File: src/rtl/dcf_pkg.sv
package dcf_pkg;

    // word and offset widths
    localparam int DCF_DATA_W = 18;
    localparam int DCF_OFF_W = 12;

    // storage depth of the smallest variant; 512, 1024 and 4096 also valid
    localparam int DCF_DEPTH = 256;

    // staging buffer between the write pins and the storage array
    localparam int DCF_STAGE_DEPTH = 8;

    // width used for count versus offset comparisons (covers 4096 words)
    localparam int DCF_CMP_W = 16;

    // depth of every pin synchroniser, in flip-flops
    localparam int DCF_SYNC_STAGES = 2;

    // default almost distances, per storage depth
    localparam logic [11:0] DCF_OFF_DEF_256 = 12'h01f;
    localparam logic [11:0] DCF_OFF_DEF_512 = 12'h03f;
    localparam logic [11:0] DCF_OFF_DEF_LARGE = 12'h07f;

    // position of the alternating offset pointer
    localparam logic DCF_SEL_EMPTY = 1'b0;
    localparam logic DCF_SEL_FULL = 1'b1;

    // default offset chosen from the storage depth
    function automatic logic [11:0] dcf_default_offset(input int depth);
        logic [11:0] value;
        value = DCF_OFF_DEF_LARGE;
        if (depth == 256) begin
            value = DCF_OFF_DEF_256;
        end else if (depth == 512) begin
            value = DCF_OFF_DEF_512;
        end
        return value;
    endfunction

endpackage

File: src/rtl/dcf_fifo.sv
`timescale 1ns/1ps

// small staging buffer with valid and ready on both sides
module dcf_stage_fifo
    import dcf_pkg::*;
#(
    parameter int WIDTH = DCF_DATA_W,
    parameter int DEPTH = DCF_STAGE_DEPTH,
    parameter int AW = $clog2(DEPTH),
    parameter int LW = $clog2(DEPTH) + 1
) (
    input wire logic clk,
    input wire logic reset,
    input wire logic clear,
    input wire logic in_valid,
    output logic in_ready,
    input wire logic [WIDTH-1:0] in_data,
    output logic out_valid,
    input wire logic out_ready,
    output logic [WIDTH-1:0] out_data,
    output logic [LW-1:0] level
);
    logic [WIDTH-1:0] mem [DEPTH];
    logic [AW-1:0] wp;
    logic [AW-1:0] rp;
    logic take;
    logic give;

    // honest full and empty from the word count
    assign in_ready = (level != LW'(DEPTH));
    assign out_valid = (level != '0);
    assign out_data = mem[rp];
    assign take = in_valid & in_ready;
    assign give = out_valid & out_ready;

    // storage
    always_ff @(posedge clk) begin
        if (take) begin
            mem[wp] <= in_data;
        end
    end

    // pointers and count, wrapping at the end of the buffer
    always_ff @(posedge clk or posedge reset) begin
        if (reset) begin
            wp <= '0;
            rp <= '0;
            level <= '0;
        end else if (clear) begin
            wp <= '0;
            rp <= '0;
            level <= '0;
        end else begin
            if (take) begin
                wp <= (wp == AW'(DEPTH - 1)) ? '0 : wp + AW'(1);
            end
            if (give) begin
                rp <= (rp == AW'(DEPTH - 1)) ? '0 : rp + AW'(1);
            end
            level <= level + LW'(take) - LW'(give);
        end
    end
endmodule

// Function
// storage array of DEPTH words, 18 bits each, separate read and write pointers
// reset needed before first access; reset empties buffer, empty flag low
// with output enable asserted, data outputs go low after reset falls
// outside agents do not read or write while reset is low
// write enable low, load high: capture input word on each write clock rise
// read enable and output enable low: next word shown each read clock rise
// output enable high floats outputs; low drives the output register
// writes ignored when full, reads ignored when empty, pointers unchanged
// empty buffer keeps last valid read word on outputs
// two 12-bit offset registers loaded from input bits 0 to 11
// load and write enable low: empty offset, then full offset, alternating
// offset sequence position kept across load high; next load continues it
// load and read enable low: offsets read out in same alternating order
// load selects offset or buffer write; write enable high is no operation
// full flag low at full depth, updated on write clock rises only
// empty flag low at zero words, updated on read clock rises only; code also updates it on retransmit
// almost empty low at count up to offset; almost full from depth minus offset
// half-full flag low when count exceeds half the depth
// sync mode low: almost flags follow their own clock; high: asynchronous
// default offsets 31, 63 or 127 depending on depth
// retransmit pulse returns read pointer to location zero, standalone only
// outside agents hold clocks still around retransmit, writes not above depth
// after retransmit reads replay old data; flags recomputed from pointers
// write expansion out pin carries the half-full flag
// board ties first load and expansion inputs low when not cascaded
// pointers wrap to zero; count kept safely despite foreign pin clocks
module dcf_fifo
    import dcf_pkg::*;
#(
    parameter int DATA_W = DCF_DATA_W,
    parameter int DEPTH = DCF_DEPTH,
    parameter int STAGE_DEPTH = DCF_STAGE_DEPTH
) (
    input wire logic clk,
    input wire logic reset,
    input wire logic write_clk,
    input wire logic read_clk,
    input wire logic write_en_n,
    input wire logic read_en_n,
    input wire logic offset_load_n,
    input wire logic [DATA_W-1:0] data_in,
    input wire logic output_enable_n,
    input wire logic retransmit,
    input wire logic sync_flag_mode_n,
    input wire logic first_device_n,
    input wire logic write_expand_in,
    input wire logic read_expand_in,
    input wire logic reset_n,
    output logic [DATA_W-1:0] data_out,
    output logic data_out_oe,
    output logic empty_flag_n,
    output logic full_flag_n,
    output logic almost_empty_n,
    output logic almost_full_n,
    output logic half_full_n,
    output logic write_expand_out,
    output logic read_expand_out
);
    localparam int AW = $clog2(DEPTH);
    localparam int CW = AW + 1;
    localparam int LW = $clog2(STAGE_DEPTH) + 1;
    localparam int PIN_W = 12 + DATA_W;
    localparam logic [DCF_OFF_W-1:0] OFF_DEF = dcf_default_offset(DEPTH);

    // pin synchroniser chain and its outputs
    logic [PIN_W-1:0] pin_sync [DCF_SYNC_STAGES];
    logic [PIN_W-1:0] pin_q;
    logic wclk_s, rclk_s, wen_n_s, ren_n_s, ld_n_s, oe_n_s, rt_s;
    logic sync_flag_mode_n_n_s, fl_n_s, wxi_s, rxi_s, rst_n_s;
    logic [DATA_W-1:0] din_s;
    logic [2:0] edge_prev;
    logic wr_edge, rd_edge, rt_edge, clr;

    // storage and pointers
    logic [DATA_W-1:0] mem [DEPTH];
    logic [AW-1:0] wptr;
    logic [AW-1:0] rptr;
    logic wrapped;
    logic [CW-1:0] fill;
    logic [CW-1:0] next_fill;
    logic [CW-1:0] total;
    logic [CW-1:0] next_total;
    logic [LW-1:0] next_level;
    logic [DATA_W-1:0] rd_word;

    // offsets
    logic [DCF_OFF_W-1:0] empty_off;
    logic [DCF_OFF_W-1:0] full_off;
    logic wr_sel;
    logic rd_sel;
    logic [DCF_OFF_W-1:0] rd_off;

    // operations
    logic prog_wr, prog_rd, push, pop, drain, rt_go;
    logic stage_in_ready, stage_out_valid;
    logic [DATA_W-1:0] stage_data;
    logic [LW-1:0] stage_level;
    logic [DCF_CMP_W-1:0] cmp_total;
    logic [DCF_CMP_W-1:0] full_limit;

    // every pin input passes two flip-flops before use
    assign pin_q = pin_sync[DCF_SYNC_STAGES-1];
    always_ff @(posedge clk or posedge reset) begin
        if (reset) begin
            for (int i = 0; i < DCF_SYNC_STAGES; i++) begin
                pin_sync[i] <= '0;
            end
        end else begin
            pin_sync[0] <= {write_clk, read_clk, write_en_n, read_en_n, offset_load_n,
                            output_enable_n, retransmit, sync_flag_mode_n, first_device_n,
                            write_expand_in, read_expand_in, reset_n, data_in};
            for (int i = 1; i < DCF_SYNC_STAGES; i++) begin
                pin_sync[i] <= pin_sync[i-1];
            end
        end
    end

    assign {wclk_s, rclk_s, wen_n_s, ren_n_s, ld_n_s, oe_n_s, rt_s, sync_flag_mode_n_n_s, fl_n_s,
            wxi_s, rxi_s, rst_n_s, din_s} = pin_q;

    // rising edges of the pin clocks and the retransmit strobe become enables
    always_ff @(posedge clk or posedge reset) begin
        if (reset) begin
            edge_prev <= '0;
        end else begin
            edge_prev <= {wclk_s, rclk_s, rt_s};
        end
    end

    assign wr_edge = wclk_s & ~edge_prev[2];
    assign rd_edge = rclk_s & ~edge_prev[1];
    assign rt_edge = rt_s & ~edge_prev[0];
    assign clr = ~rst_n_s;

    // operation decode from load and the two enables
    assign prog_wr = wr_edge & ~wen_n_s & ~ld_n_s & ~clr;
    assign push = wr_edge & ~wen_n_s & ld_n_s & full_flag_n & stage_in_ready
                  & (total != CW'(DEPTH)) & ~clr;           // see R05
    assign prog_rd = rd_edge & ~ren_n_s & ~ld_n_s & ~clr;
    assign rt_go = rt_edge & fl_n_s == 1'b0 & ~wxi_s & ~rxi_s & ~clr;
    assign pop = rd_edge & ~ren_n_s & ld_n_s & ~oe_n_s & empty_flag_n
                 & (fill != '0) & ~rt_go & ~clr;            // see R06 see R08
    assign drain = stage_out_valid & (fill != CW'(DEPTH)) & ~rt_go & ~clr;

    // staging buffer between write pins and array; when it fills, writes are dropped
    dcf_stage_fifo #(
        .WIDTH(DATA_W),
        .DEPTH(STAGE_DEPTH)
    ) u_stage (
        .clk(clk),
        .reset(reset),
        .clear(clr),
        .in_valid(push),
        .in_ready(stage_in_ready),
        .in_data(din_s),
        .out_valid(stage_out_valid),
        .out_ready(drain),
        .out_data(stage_data),
        .level(stage_level)
    );

    // storage array write
    always_ff @(posedge clk) begin
        if (drain) begin
            mem[wptr] <= stage_data;
        end
    end

    assign rd_word = mem[rptr];

    // write pointer wraps after the last location
    always_ff @(posedge clk or posedge reset) begin
        if (reset) begin
            wptr <= '0;
            wrapped <= 1'b0;
        end else if (clr) begin
            wptr <= '0;
            wrapped <= 1'b0;
        end else if (drain) begin
            wptr <= wptr + AW'(1);
            if (wptr == AW'(DEPTH - 1)) begin
                wrapped <= 1'b1;
            end
        end
    end

    // read pointer: advance on read, back to zero on retransmit
    always_ff @(posedge clk or posedge reset) begin
        if (reset) begin
            rptr <= '0;
        end else if (clr || rt_go) begin
            rptr <= '0;
        end else if (pop) begin
            rptr <= rptr + AW'(1);                          // see R26
        end
    end

    // word counts; retransmit rebuilds the count from the write pointer
    always_comb begin
        next_level = stage_level + LW'(push) - LW'(drain);
        if (rt_go) begin
            next_fill = wrapped ? CW'(DEPTH) : CW'(wptr);
        end else begin
            next_fill = fill + CW'(drain) - CW'(pop);
        end
        next_total = next_fill + CW'(next_level);
    end

    assign total = fill + CW'(stage_level);
    assign cmp_total = DCF_CMP_W'(next_total);
    assign full_limit = DCF_CMP_W'(DEPTH) - DCF_CMP_W'(full_off);

    always_ff @(posedge clk or posedge reset) begin
        if (reset) begin
            fill <= '0;
        end else if (clr) begin
            fill <= '0;
        end else begin
            fill <= next_fill;
        end
    end

    // offset registers, written alternately empty then full
    always_ff @(posedge clk or posedge reset) begin
        if (reset) begin
            empty_off <= OFF_DEF;
            full_off <= OFF_DEF;
            wr_sel <= DCF_SEL_EMPTY;
        end else if (clr) begin
            empty_off <= OFF_DEF;
            full_off <= OFF_DEF;
            wr_sel <= DCF_SEL_EMPTY;
        end else if (prog_wr) begin
            if (wr_sel == DCF_SEL_EMPTY) begin
                empty_off <= din_s[DCF_OFF_W-1:0];          // see R10
            end else begin
                full_off <= din_s[DCF_OFF_W-1:0];
            end
            wr_sel <= ~wr_sel;
        end
    end

    // offset read pointer, same alternating order
    always_ff @(posedge clk or posedge reset) begin
        if (reset) begin
            rd_sel <= DCF_SEL_EMPTY;
        end else if (clr) begin
            rd_sel <= DCF_SEL_EMPTY;
        end else if (prog_rd) begin
            rd_sel <= ~rd_sel;
        end
    end

    assign rd_off = (rd_sel == DCF_SEL_EMPTY) ? empty_off : full_off;

    // output register: holds last valid word while empty
    always_ff @(posedge clk or posedge reset) begin
        if (reset) begin
            data_out <= '0;
        end else if (clr) begin
            data_out <= '0;
        end else if (pop) begin
            data_out <= rd_word;                            // see R06
        end else if (prog_rd) begin
            data_out <= {{(DATA_W - DCF_OFF_W){1'b0}}, rd_off};
        end
    end

    // output drive follows the output enable pin
    always_ff @(posedge clk or posedge reset) begin
        if (reset) begin
            data_out_oe <= 1'b0;
        end else begin
            data_out_oe <= ~oe_n_s;                         // see R07
        end
    end

    // boundary flags: full updated on write clock rises only, empty on read clock rises or retransmit
    always_ff @(posedge clk or posedge reset) begin
        if (reset) begin
            empty_flag_n <= 1'b0;
            full_flag_n <= 1'b1;
        end else if (clr) begin
            empty_flag_n <= 1'b0;
            full_flag_n <= 1'b1;
        end else begin
            if (rd_edge || rt_go) begin
                empty_flag_n <= (next_fill != '0);          // see R16
            end
            if (wr_edge) begin
                full_flag_n <= (next_total != CW'(DEPTH));
            end
        end
    end

    // almost flags, synchronous to their clock or following the count
    always_ff @(posedge clk or posedge reset) begin
        if (reset) begin
            almost_empty_n <= 1'b0;
            almost_full_n <= 1'b1;
        end else if (clr) begin
            almost_empty_n <= 1'b0;
            almost_full_n <= 1'b1;
        end else begin
            if (sync_flag_mode_n_n_s || rd_edge || rt_go) begin
                almost_empty_n <= (cmp_total > DCF_CMP_W'(empty_off));
            end
            if (sync_flag_mode_n_n_s || wr_edge) begin
                almost_full_n <= (cmp_total < full_limit);
            end
        end
    end

    // half-full flag
    always_ff @(posedge clk or posedge reset) begin
        if (reset) begin
            half_full_n <= 1'b1;
        end else if (clr) begin
            half_full_n <= 1'b1;
        end else begin
            half_full_n <= (total <= CW'(DEPTH / 2));
        end
    end

    // standalone use: expansion out carries half full, read expansion idle
    assign write_expand_out = half_full_n;
    assign read_expand_out = 1'b1;
endmodule

File: config.mk
export PLATFORM = sky130hd
export DESIGN_NAME = dcf_fifo
export DESIGN_NICKNAME = d
export VERILOG_FILES = /design/src/rtl/dcf_pkg.sv /design/src/rtl/dcf_fifo.sv
export SDC_FILE = /design/constraint.sdc
export NUM_CORES = 2
export LEC_CHECK = 0
export BUFFER_PORTS_ARGS = -buffer_cell sky130_fd_sc_hd__buf_2
export CAP_MARGIN = 15
export CORE_AREA = 2 2 797 799
export DETAILED_ROUTE_END_ITERATION = 8
export DIE_AREA = 0 0 799 801
export SLEW_MARGIN = 5
export SYNTH_ARGS = -nofsm -noshare
export SYNTH_HDL_FRONTEND = slang
export SYNTH_HIERARCHICAL = 1
export SYNTH_MEMORY_MAX_BITS = 65536
export SYNTH_SLANG_ARGS = --single-unit
File: constraint.sdc
create_clock -name clk -period 7.68 [get_ports clk]
set_clock_uncertainty 0.05 [all_clocks]
set_input_delay 0.384 -clock clk [delete_from_list [all_inputs] [get_ports clk]]
set_output_delay 0.384 -clock clk [all_outputs]
set_load 0.05 [all_outputs]
==> impl_table.tex <==
\begin{tabular}{lr}
\hline
Metric & Value \\
\hline
\multicolumn{2}{l}{\textbf{Synthesis}} \\
Mean Syn Cell Area & 22.6 sq um \\
Syn Std Cell Area & 0.189 sq mm \\
Async set-or-reset flop fraction in the synthesized netlist & 0.0304 \\
Part of the Yosys area used for sequential elements & 0.776 \\
Post-Synthesis Cells & 8365 \\
Synth top area cells & edfxtp\_1, mux4\_2, dfrtp\_1 \\
Count of flip-flops with a built-in enable after synthesis & 4752 \\
Number of distinct library cell variants in the gate-level netlist after synthesis & 82 \\
Cell type contributing the most total cell area after synthesis & edfxtp\_1 \\
Yosys reg bits & 4901 \\
Area share of the largest cell type after synthesis & 0.756 \\
Net count after synthesis & 8460 \\
Ys flop type & edfxtp\_1 \\
Count of yosys warnings during synthesis & 6 \\
\multicolumn{2}{l}{\textbf{Floorplanning}} \\
Core Region & 0.631 sq mm \\
Number of placed I/O pins & 58 \\
Die Y & 801 um \\
Overall die width & 799 um \\
Initial Util & 0.299 \\
Number of standard-cell rows in the floorplan & 292 \\
Total die area & 0.640 sq mm \\
\multicolumn{2}{l}{\textbf{Pwr}} \\
Net switching power & 10.8 mW \\
Proportion of power drawn by flip-flops and latches & 0.551 \\
Cell leakage power & 65.7 nW \\
Combinational Power Share & 0.025 \\
Clock network fraction of design power & 0.425 \\
Cell-internal power & 42.2 mW \\
Worst vdd ir & 0.200 mV \\
Pwr/cell area & 244 mW/mm\^{}2 \\
Switching power share of the total & 0.204 \\
\multicolumn{2}{l}{\textbf{Critical path}} \\
Slowest cell on the critical path & fa\_1 \\
CP Capture Type & flip-flop \\
Start of the worst register-to-register path & fill[4] \\
Critical path fanouts, max & 9 \\
Slowest cell delay on critical path & 450 ps \\
Data required, critical path & 8570 ps \\
Arrival time at the worst endpoint & 7430 ps \\
Sort of element at the start of the critical path & flip-flop \\
Startpoint-to-endpoint class of the critical path & flip-flop to flip-flop \\
Depth of the most critical reg-to-reg path & 28 \\
Most common cell type on the critical path & ha\_1 \\
Worst setup path start & fill[4] \\
\multicolumn{2}{l}{\textbf{Drt}} \\
Antenna Violating Nets Remaining & 0 \\
Via/cell ratio & 5.21 \\
Routed wire per std cell & 29.2 um \\
DRC violations left & 0 \\
Total number of vias & 92200 \\
Number of DRC markers in iteration 0 & 14300 \\
Post-Route WL & 516 mm \\
First-pass detailed-route iteration total & 7 \\
\multicolumn{2}{l}{\textbf{Run status}} \\
Outcome & finished, final reports clean \\
\multicolumn{2}{l}{\textbf{CTS}} \\
Clock slew at reported path FFs & 70 ps \\
Clock H-tree levels & 5 \\
Num Clock Sinks & 4901 \\
CTS tree & done \\
Num CTS Buffers & 455 \\
Number of instances resized during post-cts repair & 0 \\
Clk Latency, worst-skew pair & 1060 ps \\
Clk root buf & clkbuf\_16 \\
Buffers from clock root to sink, at most & 4 \\
\multicolumn{2}{l}{\textbf{Global route}} \\
Via count of the first global-routing pass & 92400 \\
Congestion Overflow GR & 0 \\
Antenna violations before repair & 38 \\
Met3 track demand over resource & 0.0321 \\
Global route hottest layer & met2 \\
Maximum number of pins on one net before global-route repair & 192 \\
Wire length of the first global-routing pass & 720 mm \\
GR met1 Demand/Resource & 0.213 \\
Met2 usage in global routing & 0.247 \\
Gr usage total & 0.156 \\
\multicolumn{2}{l}{\textbf{Timing}} \\
Final min period & 6540 ps \\
Period utilization & 0.851 \\
Pin slew with the least headroom to its limit & 1340 ps \\
Setup violation total in the final timing report & 0 \\
Final setup TNS & 0 ps \\
Timing-limited maximum frequency & 0.153 GHz \\
Count of pins over their slew limit & 0 \\
RSZ-0062 raised after global routing & false \\
Final count of hold timing violations & 0 \\
Slew Limit Headroom & 0.0977 \\
\multicolumn{2}{l}{\textbf{Layout}} \\
Fill cell total of the finished layout & 57600 \\
Final core occ & 0.344 \\
Total Nets Final & 9009 \\
Area growth from synthesis to final layout & 15.1\% \\
Fraction of layout instances using a drive strength above 1 & 0.292 \\
\multicolumn{2}{l}{\textbf{Worst hold path}} \\
Worst Hold Depth & 0 \\
Min-Delay Path Class & flip-flop to flip-flop \\
Launch instance of the worst min-delay path & pin\_sync[39] \\
\multicolumn{2}{l}{\textbf{Placement}} \\
Final estimated routing congestion in global placement & 0.843 \\
DP HPWL & 298 mm \\
Number of buffers inserted by port buffering & 56 \\
\multicolumn{2}{l}{\textbf{Flow run}} \\
Maxcap violations & 0 \\
\hline
\end{tabular}
-- per-layer routing --
layer  vias up  wire length [um]
met5         -                27
met4         4             20300
met3       865             50800
met2      4918            242000
met1     49800            203000
li1      36600                 -
-- worst max-delay path: cells and delay by family (launching register included) --
kind / cells / cell delay, ps
buf+inv: 6 / 870
simple gates: 10 / 1620
xor+xnor: 1 / 160
fa+ha+maj: 6 / 1840
compound gates: 5 / 1450
flops: 1 / 430
-- cells by family (layout without fill, tap and decap cells) --
family | after synthesis | after routing | synth area share
multiplexers | 1421 | 1421 | 0.159
adder cells (fa/ha/maj) | 65 | 65 | 0.00448
AND/OR/NAND/NOR | 712 | 712 | 0.0168
buffers and inverters | 524 | 1451 | 0.0156
flip-flops | 4901 | 4901 | 0.776
AO/OA/AOI/OAI | 696 | 696 | 0.0264
other | 1 | 10 | 0.0000199
XOR/XNOR | 45 | 45 | 0.00209
-- layout by cell type, fill, tap and decap left out, types with 54 or more instances in the layout --
cell type      instances
nor2_2               242
a21oi_1              115
a22o_1                76
clkinv_2              88
clkinv_1             109
o22ai_1               54
dfrtp_1              127
clkbuf_16            459
edfxtp_1            4752
mux2i_1              149
clkbuf_1              72
nand2_1              125
buf_4                391
dlygate4sd3_1         63
ha_1                  58
o21ai_0               68
buf_2                 56
nor2_1               108
a221oi_1              82
mux4_2              1213
a22oi_1              155
-- power groups by stage --
stage	Clock [mW]	Combinational [mW]	Sequential, mW
final	22.5	1.30	29.2
after global routing	23.8	1.40	29.2
after CTS	22.9	1.29	29.2
after detailed placement	0	1.26	29.7
after global placement	0	1.24	29.7
after floorplan	0	0.836	29.8
-- stage by stage --
step	cell area (sq um)	hold WS (ps)	cells	setup WS (ps)	total power, mW
after CTS	217000	302	17700	1300	53.3
after detailed placement	202000	286	16800	1370	31.0
after global routing	217000	309	17700	842	54.4
after global placement	201000	285	16800	1310	31.0
final	217000	300	17700	1140	53.0
after floorplan	189000	174	8365	2240	30.6
-- repair_timing --
| item | CTS | global route |
|---|---|---|
| setup buffers | 0 | 0 |
| hold buffers | 63 | 0 |
| hold endpoints to repair | 124 | 0 |
-- sequential cells by signal, indices dropped and copies added, names as in the netlist, 3 cells and up --
signal and count:
fill 9, data_out 18, rptr 8, edge_prev 3, u_stage/mem 144, pin_q 30, mem 4608, u_stage/rp 3
pin_sync 30, empty_off 12, u_stage/level 4, u_stage/wp 3, full_off 12, wptr 8
-- path summary, 6_finish.rpt --
path	to	slack [ps]
setup / recovery	almost_empty_n	1140
hold / removal	pin_q[9]	300
setup reg to reg	almost_empty_n	1140
hold reg to reg	pin_q[9]	300
max in group asynchronous	rptr[0]	5630
min in group asynchronous	pin_q[29]	600
-- Yosys cell counts (26+ instances only) --
| master | number |
|---|---|
| nor2_1 | 353 |
| buf_4 | 61 |
| nand3_1 | 47 |
| nor3_1 | 55 |
| mux2i_1 | 149 |
| o21ai_0 | 69 |
| inv_1 | 50 |
| buf_1 | 30 |
| a221oi_1 | 82 |
| buf_6 | 68 |
| clkbuf_1 | 202 |
| a22o_1 | 76 |
| nand2_1 | 128 |
| dfrtp_1 | 136 |
| a21oi_1 | 115 |
| a211oi_1 | 26 |
| o22ai_1 | 54 |
| buf_2 | 100 |
| a22oi_1 | 155 |
| ha_1 | 58 |
| edfxtp_1 | 4752 |
| mux2_2 | 26 |
| mux4_2 | 1213 |
| mux4_1 | 33 |
-- area by class of cell --
type	count	area [sq um]	share of cell area
repair buffers	561	4830	0.0222
clock buffers	538	11900	0.0546
inverters	55	219	0.00101
flip-flops and latches	4901	146000	0.674
multi-input cells	2940	40400	0.186
clock inverters	297	2910	0.0134
well taps	8379	10500	0.0483
diodes	9	22.5	0.000104
No activity file was read; power rests on OpenSTA's default activity.
